[config.mk]
export PLATFORM = sky130hd
export DESIGN_NAME = ucil_channel
export DESIGN_NICKNAME = d
export VERILOG_FILES = /design/src/core/ucil_pkg.sv /design/src/core/ucil_channel.sv /design/src/core/ucil_sync.sv
export VERILOG_INCLUDE_DIRS = /design/src /design/src/core
export SDC_FILE = /design/constraint.sdc
export NUM_CORES = 1
export LEC_CHECK = 0
export BUFFER_PORTS_ARGS = -buffer_cell sky130_fd_sc_hd__buf_2
export CAP_MARGIN = 20
export CORE_MARGIN = 5
export CORE_UTILIZATION = 56
export CTS_CLUSTER_SIZE = 8
export DETAILED_ROUTE_END_ITERATION = 8
export HOLD_SLACK_MARGIN = 0.08
export PLACE_DENSITY = 0.81
export SKIP_CTS_REPAIR_TIMING = 1
export SLEW_MARGIN = 10
export SYNTH_ARGS = -nofsm -noshare
export SYNTH_HDL_FRONTEND = slang
export SYNTH_SLANG_ARGS = --single-unit
export TNS_END_PERCENT = 100
[constraint.sdc]
create_clock -name clk_sys -period 2.62 [get_ports clk_sys]
set_input_delay 0 -clock clk_sys [delete_from_list [all_inputs] [get_ports clk_sys]]
set_output_delay 0 -clock clk_sys [all_outputs]
set_load 0.02 [all_outputs]
[src/core/ucil_defines.svh]
`ifndef UCIL_DEFINES_SVH
`define UCIL_DEFINES_SVH
// channel register indices on the a3..a0 address
`define UCIL_ADDR_MASK 4'h1
`define UCIL_ADDR_SOURCE 4'h2
`define UCIL_ADDR_LINE 4'h5
`define UCIL_ADDR_MODEM 4'h6
`define UCIL_ADDR_EFR 4'h9
`define UCIL_ADDR_FLOWCH 4'hc
// mask register fields
`define UCIL_MSK_RX 0
`define UCIL_MSK_TX 1
`define UCIL_MSK_LINE 2
`define UCIL_MSK_MODEM 3
`define UCIL_MSK_FLOW 5
`define UCIL_MSK_RTSO 6
`define UCIL_MSK_CTSI 7
`define UCIL_MSK_LOW_W 8'h0f
`define UCIL_MSK_HIGH_W 8'he0
`define UCIL_MASK_RST 8'h00
// enhanced feature fields
`define UCIL_EFR_ENH 4
`define UCIL_EFR_AUTO_RTS 6
`define UCIL_EFR_AUTO_CTS 7
// source codes, bits 5..0
`define UCIL_SRC_LINE 6'h06
`define UCIL_SRC_RXD 6'h04
`define UCIL_SRC_TMO 6'h0c
`define UCIL_SRC_TX 6'h02
`define UCIL_SRC_MODEM 6'h00
`define UCIL_SRC_FLOW 6'h10
`define UCIL_SRC_HSK 6'h20
`define UCIL_SRC_NONE 6'h01
// timeout: 4 characters plus 12 bit times
`define UCIL_TMO_CHARS 4
`define UCIL_TMO_BITS 12
`define UCIL_SYNC_RST 3'h0
`endif

[src/core/ucil_pkg.sv]
package ucil_pkg;
  // pending source: none first, then the sources from highest priority down
  typedef enum logic [2:0] {
    UCIL_P_NONE = 3'b000,
    UCIL_P_LINE = 3'b001,
    UCIL_P_RXD = 3'b010,
    UCIL_P_TMO = 3'b011,
    UCIL_P_TX = 3'b100,
    UCIL_P_MODEM = 3'b101,
    UCIL_P_FLOW = 3'b110,
    UCIL_P_HSK = 3'b111
  } ucil_prio_t;
endpackage

[src/core/ucil_channel.sv]
// Operation
// - rx interrupt at trigger, drops below it; with fifo off, any data
// - data ready sets on push, clears empty
// - low mask bits clear gives polled mode
// - line status bits overrun, errors, empties
// - timeout after four chars twelve bits
// - mask bit0 gates rx and timeout
// - mask bit1 transmit, half-duplex picks source
// - mask bit2 line errors interrupt immediately
// - mask bit3 modem delta bits interrupt
// - high mask bits need enhanced enable
// - mask bit6 or bit7 enables rts/dtr output rising
// - mask bit6 or bit7 enables cts/dsr input rising
// - source read shows highest, others wait
// - priority codes for seven sources
// - source bit0 low while pending
// - wake indicator set, cleared by global read
// - line and modem reads clear theirs
// - host drains fifo to clear rx
// - source read clears tx and xon/xoff
// - special char clears on read or next
// - bit4 flags flow char, last one readable
// - pending shown in global word too
// - source bits 7:6 show fifo enable
// - source bit5 handshake rising change
`include "ucil_defines.svh"
module ucil_channel #(
  parameter int FIFO_AW = 7, // fifo level width
  parameter int CHAR_BITS_W = 4, // bits per character width
  parameter int TMO_W = 16 // timeout counter width
) (
  input wire logic clk_sys, // system clock
  input wire logic resetn, // async reset, active low
  input wire logic [3:0] reg_addr, // channel register index
  input wire logic reg_wr, // write strobe, one cycle
  input wire logic reg_rd, // read strobe, one cycle
  input wire logic [7:0] reg_wdata, // write data
  output logic [7:0] reg_rdata, // read data, registered
  input wire logic fifo_en, // fifo control enable bit
  input wire logic rs485_auto, // feature control auto half-duplex
  input wire logic [7:0] enhanced_feature, // enhanced feature register
  input wire logic rts_dtr_sel, // modem control bit2 select
  input wire logic [FIFO_AW-1:0] rx_level, // receive fifo fill
  input wire logic [FIFO_AW-1:0] rx_trigger, // receive trigger level
  input wire logic rx_push, // character moved into fifo
  input wire logic rx_idle, // receive input idle
  input wire logic [CHAR_BITS_W-1:0] char_bits, // bit times per character
  input wire logic [15:0] bit_ticks, // clocks per bit time
  input wire logic [3:0] rx_err_head, // head errors: bits 3..1 read as line status bits 4..2, bit0 only raises the flag
  input wire logic rx_fifo_err, // error somewhere in fifo
  input wire logic overrun, // overrun seen
  input wire logic thr_empty, // holding empty or below tx trigger
  input wire logic tx_all_empty, // fifo and shifter empty
  input wire logic [3:0] modem_delta, // modem status delta bits
  input wire logic [3:0] modem_lines, // modem status pin levels
  input wire logic xon_det, // xon match, one cycle
  input wire logic xoff_det, // xoff match, one cycle
  input wire logic special_det, // special char match, one cycle
  input wire logic rts_out, // auto flow output level
  input wire logic dtr_out, // auto flow output level
  input wire logic cts_pin, // cts input pin, async
  input wire logic dsr_pin, // dsr input pin, async
  input wire logic sleep_exit, // leaving sleep, one cycle
  input wire logic global_rd, // read of global word
  output logic chan_irq, // channel request to global logic
  output logic [3:0] global_code, // encoded pending for global word
  output logic wake_pending // wake-up indicator
);
  import ucil_pkg::*;

  logic [1:0] pin_s; // synchronised cts, dsr
  ucil_sync #(.W(2)) u_sync (
    .clk_sys(clk_sys),
    .resetn(resetn),
    .async_in({dsr_pin, cts_pin}),
    .sync_out(pin_s)
  );

  // register access decodes; strobes are one cycle so each decode fires once per access
  logic rd_src; // source register read
  logic rd_line; // line status read
  logic rd_modem; // modem status read
  logic rd_flow; // flow character read
  logic wr_mask; // mask register write
  logic enh; // enhanced functions unlocked
  assign rd_src = reg_rd && reg_addr == `UCIL_ADDR_SOURCE;
  assign rd_line = reg_rd && reg_addr == `UCIL_ADDR_LINE;
  assign rd_modem = reg_rd && reg_addr == `UCIL_ADDR_MODEM;
  assign rd_flow = reg_rd && reg_addr == `UCIL_ADDR_FLOWCH;
  assign wr_mask = reg_wr && reg_addr == `UCIL_ADDR_MASK;
  assign enh = enhanced_feature[`UCIL_EFR_ENH];

  // state
  logic [7:0] mask_q, mask_d; // interrupt mask
  logic line_q, line_d; // line status flag
  logic tx_q, tx_d; // transmit ready flag
  logic tx_lvl_q, tx_lvl_d; // previous transmit level, for edge
  logic flow_q, flow_d; // xon/xoff/special flag
  logic spec_q, spec_d; // flag came from special char
  logic [1:0] xch_q, xch_d; // last xon(1)/xoff(0)
  logic hsk_q, hsk_d; // handshake change flag
  logic rto_q, rto_d; // output level last cycle
  logic cti_q, cti_d; // input level last cycle
  logic tmo_q, tmo_d; // timeout flag
  logic [TMO_W-1:0] tcnt_q, tcnt_d; // idle counter
  logic wake_q, wake_d; // wake indicator
  logic [7:0] rdata_q, rdata_d; // read data
  logic line_ev; // errored character arrived
  logic tx_src; // selected transmit empty source
  logic rxd_ev; // receive data condition
  logic hsk_out; // rising edge on selected flow output
  logic hsk_in; // rising edge on selected flow input
  logic sel_out; // rts or dtr, by select bit
  logic sel_in; // cts or dsr, by select bit
  logic [TMO_W-1:0] tmo_lim; // timeout length in clocks
  logic [3:0] gcode_q, gcode_d; // registered global word nibble
  ucil_prio_t top; // highest pending
  logic [5:0] code; // source code
  logic dready; // line status bit0

  // derived events; the error test rides on the push so a head error counts once
  assign line_ev = rx_push && (|rx_err_head);
  assign tx_src = rs485_auto ? tx_all_empty : thr_empty;
  assign rxd_ev = fifo_en ? (rx_level >= rx_trigger) : (rx_level != '0);
  assign dready = rx_level != '0;
  assign sel_out = rts_dtr_sel ? dtr_out : rts_out;
  assign sel_in = rts_dtr_sel ? pin_s[1] : pin_s[0];
  assign hsk_out = enhanced_feature[`UCIL_EFR_AUTO_RTS] && sel_out && !rto_q;
  assign hsk_in = enhanced_feature[`UCIL_EFR_AUTO_CTS] && sel_in && !cti_q;
  // timeout limit: 4 characters plus 12 bit times, in clocks
  // limitation: cut to TMO_W bits, so slow bit rates need a wider counter
  assign tmo_lim = TMO_W'((`UCIL_TMO_CHARS * char_bits + `UCIL_TMO_BITS) * bit_ticks);

  // event flags; set wins over clear in every flag
  always_comb begin
    mask_d = mask_q;
    if (wr_mask) begin
      // low nibble always writable and reserved bit4 stays zero;
      // high bits keep their value until enhanced functions are unlocked
      mask_d = (reg_wdata & `UCIL_MSK_LOW_W) | ((enh ? reg_wdata : mask_q) & `UCIL_MSK_HIGH_W);
    end
    line_d = line_ev ? 1'b1 : (rd_line ? 1'b0 : line_q);
    tx_lvl_d = tx_src;
    // re-arm on entry to ready; a source read acknowledges it
    tx_d = (tx_src && !tx_lvl_q) ? 1'b1 : ((rd_src || !tx_src) ? 1'b0 : tx_q);
    rto_d = sel_out;
    cti_d = sel_in;
    hsk_d = (hsk_out || hsk_in) ? 1'b1 : (rd_modem ? 1'b0 : hsk_q);
    // flow char register self-clears on read; a new match wins
    xch_d = rd_flow ? 2'b00 : xch_q;
    if (xon_det) xch_d = 2'b10;
    if (xoff_det) xch_d = 2'b01;
    // a flow match and its acknowledge in one cycle: the match wins
    flow_d = flow_q;
    spec_d = spec_q;
    if (xon_det || xoff_det || special_det) begin
      flow_d = 1'b1;
      spec_d = special_det && !(xon_det || xoff_det);
    end else if (rd_src || (spec_q && rx_push)) begin
      flow_d = 1'b0;
      spec_d = 1'b0;
    end
    wake_d = sleep_exit ? 1'b1 : (global_rd ? 1'b0 : wake_q);
    // idle timer runs while data sits below trigger
    // it parks at its limit instead of wrapping, so a long idle cannot re-arm it
    tcnt_d = tcnt_q;
    tmo_d = tmo_q;
    if (!fifo_en || !dready || rx_push || !rx_idle || rx_level >= rx_trigger) begin
      tcnt_d = '0;
      if (!dready) tmo_d = 1'b0;
    end else if (tcnt_q >= tmo_lim) begin
      tmo_d = 1'b1;
    end else begin
      tcnt_d = tcnt_q + 1'b1;
    end
  end

  // priority encode of enabled sources
  // fixed order: line, rx data, timeout, transmit, modem, flow char, handshake
  always_comb begin
    if (mask_q[`UCIL_MSK_LINE] && line_q) top = UCIL_P_LINE;
    else if (mask_q[`UCIL_MSK_RX] && rxd_ev) top = UCIL_P_RXD;
    else if (mask_q[`UCIL_MSK_RX] && tmo_q) top = UCIL_P_TMO;
    else if (mask_q[`UCIL_MSK_TX] && tx_q) top = UCIL_P_TX;
    else if (mask_q[`UCIL_MSK_MODEM] && (|modem_delta)) top = UCIL_P_MODEM;
    else if (mask_q[`UCIL_MSK_FLOW] && flow_q) top = UCIL_P_FLOW;
    // either high mask bit enables the shared handshake source
    else if ((mask_q[`UCIL_MSK_RTSO] || mask_q[`UCIL_MSK_CTSI]) && hsk_q) top = UCIL_P_HSK;
    else top = UCIL_P_NONE;
    case (top)
      UCIL_P_LINE: code = `UCIL_SRC_LINE;
      UCIL_P_RXD: code = `UCIL_SRC_RXD;
      UCIL_P_TMO: code = `UCIL_SRC_TMO;
      UCIL_P_TX: code = `UCIL_SRC_TX;
      UCIL_P_MODEM: code = `UCIL_SRC_MODEM;
      UCIL_P_FLOW: code = `UCIL_SRC_FLOW;
      UCIL_P_HSK: code = `UCIL_SRC_HSK;
      default: code = `UCIL_SRC_NONE;
    endcase
  end

  // read data mux; registered one cycle after the strobe
  always_comb begin
    rdata_d = 8'h00;
    case (reg_addr)
      `UCIL_ADDR_MASK: rdata_d = mask_q;
      `UCIL_ADDR_SOURCE: rdata_d = {{2{fifo_en}}, code};
      `UCIL_ADDR_LINE: rdata_d = {rx_fifo_err, tx_all_empty, thr_empty, rx_err_head[3:1], overrun, dready};
      `UCIL_ADDR_MODEM: rdata_d = {modem_lines, modem_delta};
      `UCIL_ADDR_FLOWCH: rdata_d = {6'h00, xch_q};
      // unmapped indices read as zero
      default: rdata_d = 8'h00;
    endcase
  end

  // one register stage for all channel state; reset leaves every flag idle
  always_ff @(posedge clk_sys or negedge resetn) begin
    if (!resetn) begin
      mask_q <= `UCIL_MASK_RST;
      gcode_q <= '0;
      line_q <= 1'b0;
      tx_q <= 1'b0;
      tx_lvl_q <= 1'b0;
      flow_q <= 1'b0;
      spec_q <= 1'b0;
      xch_q <= 2'b00;
      hsk_q <= 1'b0;
      rto_q <= 1'b0;
      cti_q <= 1'b0;
      tmo_q <= 1'b0;
      tcnt_q <= '0;
      wake_q <= 1'b0;
      rdata_q <= 8'h00;
    end else begin
      mask_q <= mask_d;
      line_q <= line_d;
      tx_q <= tx_d;
      tx_lvl_q <= tx_lvl_d;
      flow_q <= flow_d;
      spec_q <= spec_d;
      xch_q <= xch_d;
      hsk_q <= hsk_d;
      rto_q <= rto_d;
      cti_q <= cti_d;
      tmo_q <= tmo_d;
      tcnt_q <= tcnt_d;
      wake_q <= wake_d;
      rdata_q <= rdata_d;
      gcode_q <= gcode_d;
    end
  end

  // outputs; the global nibble is registered together with the wake bit it carries
  assign gcode_d = {top, wake_d};
  assign reg_rdata = rdata_q;
  assign chan_irq = top != UCIL_P_NONE;
  assign global_code = gcode_q;
  assign wake_pending = wake_q;

  // checks; each label line carries the rule it guards
  // request and encoded source code always agree
  a_irq_matches_code: assert property (@(posedge clk_sys) disable iff (!resetn)
    chan_irq == (code != `UCIL_SRC_NONE))
    else $error("irq disagrees with code");
  // an enabled line error outranks everything
  a_line_wins: assert property (@(posedge clk_sys) disable iff (!resetn)
    line_q && mask_q[`UCIL_MSK_LINE] |-> code == `UCIL_SRC_LINE)
    else $error("line not top");
  // line status read clears its flag unless a new error lands
  a_line_read_clr: assert property (@(posedge clk_sys) disable iff (!resetn)
    rd_line && !line_ev |=> !line_q)
    else $error("line read did not clear");
  // an errored character always leaves the flag set
  a_line_set: assert property (@(posedge clk_sys) disable iff (!resetn)
    line_ev |=> line_q)
    else $error("line error lost");
  // high mask bits hold while enhanced functions are locked
  a_hi_mask_lock: assert property (@(posedge clk_sys) disable iff (!resetn)
    wr_mask && !enh |=> mask_q[7:5] == $past(mask_q[7:5]))
    else $error("high mask written");
  // reserved mask bit never holds a one
  a_mask4_zero: assert property (@(posedge clk_sys) disable iff (!resetn)
    mask_q[4] == 1'b0)
    else $error("reserved mask bit set");
  // sleep exit sets the wake indicator
  a_wake_set: assert property (@(posedge clk_sys) disable iff (!resetn)
    sleep_exit |=> wake_pending)
    else $error("wake lost");
  // a global read clears it when no new exit coincides
  a_wake_clear: assert property (@(posedge clk_sys) disable iff (!resetn)
    global_rd && !sleep_exit |=> !wake_pending)
    else $error("wake not cleared");
  // source bits 7:6 mirror fifo enable at the read
  a_src_fifo: assert property (@(posedge clk_sys) disable iff (!resetn)
    rd_src |=> reg_rdata[7:6] == {2{$past(fifo_en)}})
    else $error("fifo bits wrong");
  // source bit0 is the inverse of the request at the read
  a_src_bit0: assert property (@(posedge clk_sys) disable iff (!resetn)
    rd_src |=> reg_rdata[0] == !$past(chan_irq))
    else $error("source bit0 wrong");
  // data ready bit follows fifo fill at the read
  a_dready_map: assert property (@(posedge clk_sys) disable iff (!resetn)
    rd_line |=> reg_rdata[0] == ($past(rx_level) != '0))
    else $error("data ready wrong");
  // source read acknowledges a flow character
  a_flow_read_clr: assert property (@(posedge clk_sys) disable iff (!resetn)
    rd_src && !(xon_det || xoff_det || special_det) |=> !flow_q)
    else $error("flow not cleared");
  // a special character flag gives way to the next character
  a_spec_next: assert property (@(posedge clk_sys) disable iff (!resetn)
    spec_q && rx_push && !(xon_det || xoff_det || special_det) |=> !flow_q)
    else $error("special flag kept");
  // source read acknowledges transmit ready
  a_tx_clear: assert property (@(posedge clk_sys) disable iff (!resetn)
    rd_src && !(tx_src && !tx_lvl_q) |=> !tx_q)
    else $error("tx not cleared");
  // trigger reached shows receive data unless a line error is on top
  a_rx_level: assert property (@(posedge clk_sys) disable iff (!resetn)
    mask_q[`UCIL_MSK_RX] && fifo_en && rx_level >= rx_trigger && !(mask_q[`UCIL_MSK_LINE] && line_q)
    |-> code == `UCIL_SRC_RXD)
    else $error("rx trigger not shown");
  // idle long enough below trigger sets the timeout
  a_tmo_set: assert property (@(posedge clk_sys) disable iff (!resetn)
    fifo_en && dready && !rx_push && rx_idle && rx_level < rx_trigger && tcnt_q >= tmo_lim |=> tmo_q)
    else $error("timeout not set");
  // an empty fifo ends the timeout
  a_tmo_clear: assert property (@(posedge clk_sys) disable iff (!resetn)
    !dready |=> !tmo_q)
    else $error("timeout kept");
  // an enabled modem delta always raises the request
  a_modem_pend: assert property (@(posedge clk_sys) disable iff (!resetn)
    mask_q[`UCIL_MSK_MODEM] && (|modem_delta) |-> chan_irq)
    else $error("modem delta lost");
  // modem status read clears handshake changes unless a new edge lands
  a_hsk_read_clr: assert property (@(posedge clk_sys) disable iff (!resetn)
    rd_modem && !(hsk_out || hsk_in) |=> !hsk_q)
    else $error("handshake not cleared");
  // polled mode: none of the five sources under the low mask bits is reported
  a_polled_quiet: assert property (@(posedge clk_sys) disable iff (!resetn)
    (mask_q & `UCIL_MSK_LOW_W) == 8'h00 |-> top inside {UCIL_P_NONE, UCIL_P_FLOW, UCIL_P_HSK})
    else $error("polled source reported");
  // global nibble is last cycle's top source with the wake bit
  a_global_code: assert property (@(posedge clk_sys) disable iff (!resetn)
    1'b1 |=> global_code == {$past(top), wake_pending})
    else $error("global code wrong");
  // main scenarios reached
  c_line: cover property (@(posedge clk_sys) disable iff (!resetn) top == UCIL_P_LINE);
  c_tmo: cover property (@(posedge clk_sys) disable iff (!resetn) top == UCIL_P_TMO);
  c_hsk: cover property (@(posedge clk_sys) disable iff (!resetn) top == UCIL_P_HSK);
  c_flow: cover property (@(posedge clk_sys) disable iff (!resetn) top == UCIL_P_FLOW);
  c_wake: cover property (@(posedge clk_sys) disable iff (!resetn) wake_q && global_rd);
endmodule // ucil_channel

[src/core/ucil_sync.sv]
`include "ucil_defines.svh"
// three-stage input synchroniser with agreement filter
module ucil_sync #(
  parameter int W = 2
) (
  input wire logic clk_sys, // system clock
  input wire logic resetn, // async reset, active low
  input wire logic [W-1:0] async_in, // raw pin levels
  output logic [W-1:0] sync_out // filtered level
);
  logic [2:0] st_q [W]; // per-bit stages
  logic [2:0] st_d [W]; // next stages
  logic out_q [W]; // filtered output, one element per bit so each loop pass owns its own
  logic out_d [W]; // next output
  genvar g;
  generate
    for (g = 0; g < W; g++) begin : g_bit
      // shift in; stage0 feeds only stage1
      always_comb begin
        st_d[g] = {st_q[g][1:0], async_in[g]};
        // accept change when stages 1 and 2 agree
        out_d[g] = (st_q[g][1] == st_q[g][2]) ? st_q[g][1] : out_q[g];
      end
      always_ff @(posedge clk_sys or negedge resetn) begin
        if (!resetn) begin
          st_q[g] <= `UCIL_SYNC_RST;
          out_q[g] <= 1'b0;
        end else begin
          st_q[g] <= st_d[g];
          out_q[g] <= out_d[g];
        end
      end
      assign sync_out[g] = out_q[g];
    end
  endgenerate
endmodule // ucil_sync

After elaboration in Yosys (flattened, before gate mapping)
Cells that the tools add are included.

Output and inout port bits: 14. Register bits after elaboration: 56. Logic and storage cells: 123.

Add/subtract/negate cells: 2. Equality and inequality tests: 16. Bitwise logic cells: 1. Reduce and logical (&&, ||, !) cells: 49. Multiplexer cells: 33. Multiply operators: 1. Magnitude comparators: 2.

Operators by type and width (count): $pmux 6 s7 (1); $pmux 8 s5 (1); $mux 16 (2); $mux 3 (7); $logic_and 1x1->1 (20); $mux 1 (18); $add 16x1->16 const B (1); $ge 16x16->1 (1); $mul 7x16->16 (1); $eq 3x3->1 const B (4); $logic_or 1x1->1 (10); $reduce_bool 2->1 (5); $eq 4x3->1 const B (2); $logic_not 1->1 (8); $mux 8 (1); $or 4x8->8 (1); $reduce_or 4->1 (2); $add 6x4->7 const B (1); $ge 7x7->1 (1); $reduce_bool 7->1 (1); $eq 3x2->1 const B (2); $mux 2 (3); $reduce_bool 3->1 (2); $eq 4x1->1 const B (1); other kinds (6) (8).

Logic depth before layout (Yosys ltp)
Word-level depth: 12. Depth in mapped cells: 29.

Hierarchy
Synthesis repeated with hierarchy kept, for this count alone.

Cells, all modules: 519. Area, all modules: 4842.1 um^2.

Modules (own cells, without submodules): ucil_channel (instances 1, area each 4619.4 um^2, cells an instance 509, seq. area each 1151.1 um^2); ucil_sync (instances 1, area each 222.7 um^2, cells an instance 10, seq. area each 200.2 um^2).

Least setup slack after synthesis
OpenSTA, ideal clock, no wires.

Path kind: input to register. Start point: input char_bits[0]. End point: register tcnt_q[15]. Arrival time: 5.675 ns. Path buffers: 3. Cell stages on the path: 27. Library setup time: 0.136 ns. Path slack: -3.192 ns. Cells stage by stage: clkbuf_1 > inv_1 > ha_1 > xnor2_1 > clkbuf_1 > and2_1 > fa_1 > inv_1 > fa_1 > inv_1 > fa_1 > ha_1 > ha_1 > a21o_1 > a211oi_1 > nor2_1 > o41ai_1 > o21ai_0 > xnor2_1 > ha_1 > nand4_1 > nor2_1 > o31ai_2 > o211ai_2 > buf_2 > o41ai_1 > a21oi_1.

Cells in the longest elaborated chain, start to end: 4.

Ends and longest elaborated chain: start: declaration (line ucil_channel.sv:47) `input wire logic [CHAR_BITS_W-1:0] char_bits,`; $add 6x4->7 (no source line); $mul 7x16->16 (line ucil_channel.sv:132) `` assign tmo_lim = TMO_W'((`UCIL_TMO_CHARS * char_bits + `UCIL_TMO_BITS) * bit_ticks); ``; $ge 16x16->1 (line ucil_channel.sv:171) `end else if (tcnt_q >= tmo_lim) begin`; $ne 2x2->1 (no source line); end signal: assignment (line ucil_channel.sv:246) `tcnt_q <= tcnt_d;`; end: declaration (line ucil_channel.sv:105) `logic [TMO_W-1:0] tcnt_q, tcnt_d;`.

No other way between the ends. A chain may end at the register's enable or synchronous reset.

Final worst setup path
Start point: input char_bits[1]. End point: register tcnt_q[13].

The elaborated chain is that of the path after synthesis.

==> impl_metrics.yaml <==
placed_design:
  portBuffers: 93
  hpwlAfterDp_um: 9720
  gp_congestion: 0.895
timing:
  setup_viol: 18
  whs_ns: 0.0688
  setup_slack_ns: -2.65
  slew_viol_final: 0
  hold_viol_final: 0
  rsz0062_at_grt: "yes"
  period_minus_slack_ns: 5.27
  finalCritPeriodShare: 2.01
  worst_slew_pin_slew_ns: 0.899
  slew_headroom: 0.399
  max_freq_mhz: 190
  worst_clock_skew_ns: 0.0126
clocking:
  root_buffer: "clkbuf_8"
  clkSinkCount: 54
  cts_tree: "done"
  clk_latency_ns: 0.32
  numCtsBuffers: 5
  clk_pin_slew_ns: 0.10
  htree_levels: 2
  cts.path.max_buffers: 2
critical_path:
  cp-end-kind: "flop"
  cp.required_ns: 2.85
  worstSetupPathType: "in2reg"
  max_stage_delay_ns: 0.53
  regToRegSetupSlack_ns: 0.13
  startpoint_type: "primary input"
  r2r-start: "tcnt_q[9]"
  rr_worst_depth: 8
  crit_slowest_cell: "fa_1"
  r2r-end: "tcnt_q[13]"
  crit_fanout: 8
  crit_arrival_ns: 5.51
power_and_ir_drop:
  leakagePower_uw: 0.00320
  p_total_uw: 3470
  power.density_mw_per_mm2: 533
  ir_drop_mv: 0.388
outcome:
  violations: "setup timing"
  status: "complete, but fails checks"
global_route:
  grt_pass1_vias: 4487
  grt_max_degree: 55
  overflow: 0
  grt_antenna_before_repair: 0
  grt_pass1_wl_um: 20300
  grt_usage: 0.220
synth:
  synth_cell_types: 56
  syn_inst: 517
  synth_area_mm2: 0.00491
  async_flop_share: 1.00
  syn_nets: 693
  synthFlopType: "dfrtp_1"
  yosys_warnings: 0
  ys_seq_area_frac: 0.275
  synth-edff-count: 0
  syn_avg_cell_area_um2: 9.49
  synth-seq-cells: 54
route:
  route.vias.total: 4650
  wl_per_cell_um: 17.9
  viasPerCell: 5.82
  drt_iter0_drc: 338
  drtPass1Iterations: 6
  drcViolationCount: 0
  ant_nets: 0
  wirelength_um: 14300
floorplan:
  coreArea_mm2: 0.00864
  dieArea_mm2: 0.0107
  start_util: 0.568
  die_h_um: 104
  ios: 102
  rows: 34
  die_w_um: 104
run:
  cap_violations: 0
hold_path:
  min_from: "reg_addr[0]"
  holdPathEnd: "reg_rdata[2]"
  whs_path_depth: 3
  worstHoldPathType: "in2reg"
layout:
  area_growth_pct: 32.6
  nets: 866
  num_antenna_cells: 0
  layout-drive-gt1-share: 0.272
[metal layers]
layer,GRT usage,vias up,wire length (um)
met5,0,-,0
met4,0.0384,0,397
met3,0.0373,48,841
met2,0.373,219,7410
met1,0.298,2257,5670
li1,-,2126,-
[through the flow]
stage / setup WS (ns) / cells / utilization / area, um2 / TNS, ns
final: -2.65 / 799 / 0.754 / 6510 / -42.70
after global routing: -2.85 / 799 / 0.754 / 6510 / -46.43
after CTS: -2.81 / 754 / 0.688 / 5940 / -46.05
after detailed placement: -3.09 / 746 / 0.675 / 5830 / -51.18
after global placement: -2.88 / 746 / 0.675 / 5830 / -47.68
after floorplan: -2.61 / 517 / - / 5020 / -43.06
[logic make-up after synthesis]
family	after synthesis	synth area share
fa+ha+maj	90	0.273
compound gates	93	0.135
flops	54	0.275
simple gates	167	0.193
mux	11	0.0250
xor+xnor	19	0.0339
buf+inv	83	0.0645
[synthesized netlist by cell type, types with 2 or more instances]
cell type  count  area share
nor4_1         2      0.0025
a31o_2         2      0.0036
or4_1          6      0.0092
nand2b_1       8       0.010
xnor2_1       14       0.025
nor2b_1       36       0.046
or3_1          6      0.0076
o211ai_2       2      0.0051
fa_1          29        0.12
a21boi_0       4      0.0061
nand3b_1       2      0.0031
xor2_1         5      0.0089
nand4_1        7      0.0089
and2_1        20       0.025
nor3_1         5      0.0051
ha_1          59        0.15
clkbuf_1       7      0.0054
nor4bb_1       2      0.0041
or2_2          2      0.0025
o31ai_1        8       0.012
mux2_2        10       0.023
and3_1         3      0.0038
a21o_1         8       0.012
a222oi_1       7       0.014
dfrtp_1       54        0.28
maj3_1         2      0.0041
nor2_1        13      0.0099
o21ai_0       16       0.016
nand3_1       12       0.012
a22oi_1        2      0.0031
a21oi_1       26       0.027
or4b_1         2      0.0041
nand2_1       36       0.028
o41ai_1        6       0.011
inv_1         73       0.056
[registers in the layout, summed over array words and instances, names as in the netlist, 2 cells and up]
name	flops
tcnt_q	16
reg_rdata	8
mask_q	7
global_code	4
u_sync.st_d	4
u_sync.st_q	2
u_sync.sync_out	2
xch_q	2
[area by class of cell]
cell class                      instances  area (um2)
Tap cell                              108         135
Clock buffer                            5        68.8
Inverter                               73         277
Sequential cell                        54        1350
Clock inverter                          3        40.0
Multi-Input combinational cell        380        3420
Fill cell                             540        2130
Timing Repair Buffer                  176        1210
[cells in the final DEF (no fill, tap or decap), types with 4 or more instances in the layout]
cell type | Yosys | final
nand2b_1 | 8 | 7
buf_4 | 1 | 40
mux2_2 | 10 | 10
o21ai_0 | 16 | 11
xnor2_1 | 14 | 12
or3_1 | 6 | 6
or4_1 | 6 | 6
nor2_1 | 13 | 10
fa_1 | 29 | 28
a21o_1 | 8 | 8
clkbuf_8 | 0 | 5
a21oi_1 | 26 | 25
buf_6 | 0 | 4
nor2b_1 | 36 | 35
dlygate4sd3_1 | 0 | 41
o31ai_1 | 8 | 8
a222oi_1 | 7 | 7
nand3_1 | 12 | 12
o21ai_1 | 1 | 5
nand4_1 | 7 | 7
nand2_1 | 36 | 35
ha_1 | 59 | 55
inv_1 | 73 | 72
and2_1 | 20 | 19
xor2_1 | 5 | 5
nor3_1 | 5 | 5
buf_2 | 1 | 91
dfrtp_1 | 54 | 54
[worst max-delay path by stage]
stage	slack, ns	to	start
6_report	-2.65	tcnt_q[13]	char_bits[1]
2_1_floorplan	-2.61	tcnt_q[15]	char_bits[0]
5_1_grt	-2.85	tcnt_q[13]	char_bits[1]
4_1_cts	-2.81	tcnt_q[4]	char_bits[0]
3_5_place_dp	-3.09	tcnt_q[6]	char_bits[0]
3_3_place_gp	-2.88	tcnt_q[13]	char_bits[0]
[report_power, final]
part	switching [uW]	total, uW	leakage [uW]	internal [uW]
clock	286	568	0.0000579	282
sequential	54.0	953	0.000686	899
combinational	1010	1950	0.00245	938
[worst max-delay path: cells and delay by family]
kind            cells  cell delay (ns)
compound gates      8             1.59
xor+xnor            1             0.14
fa+ha+maj           7             2.45
buf+inv             6             0.57
simple gates        4             0.74
No activity file was read; power rests on OpenSTA's default activity.
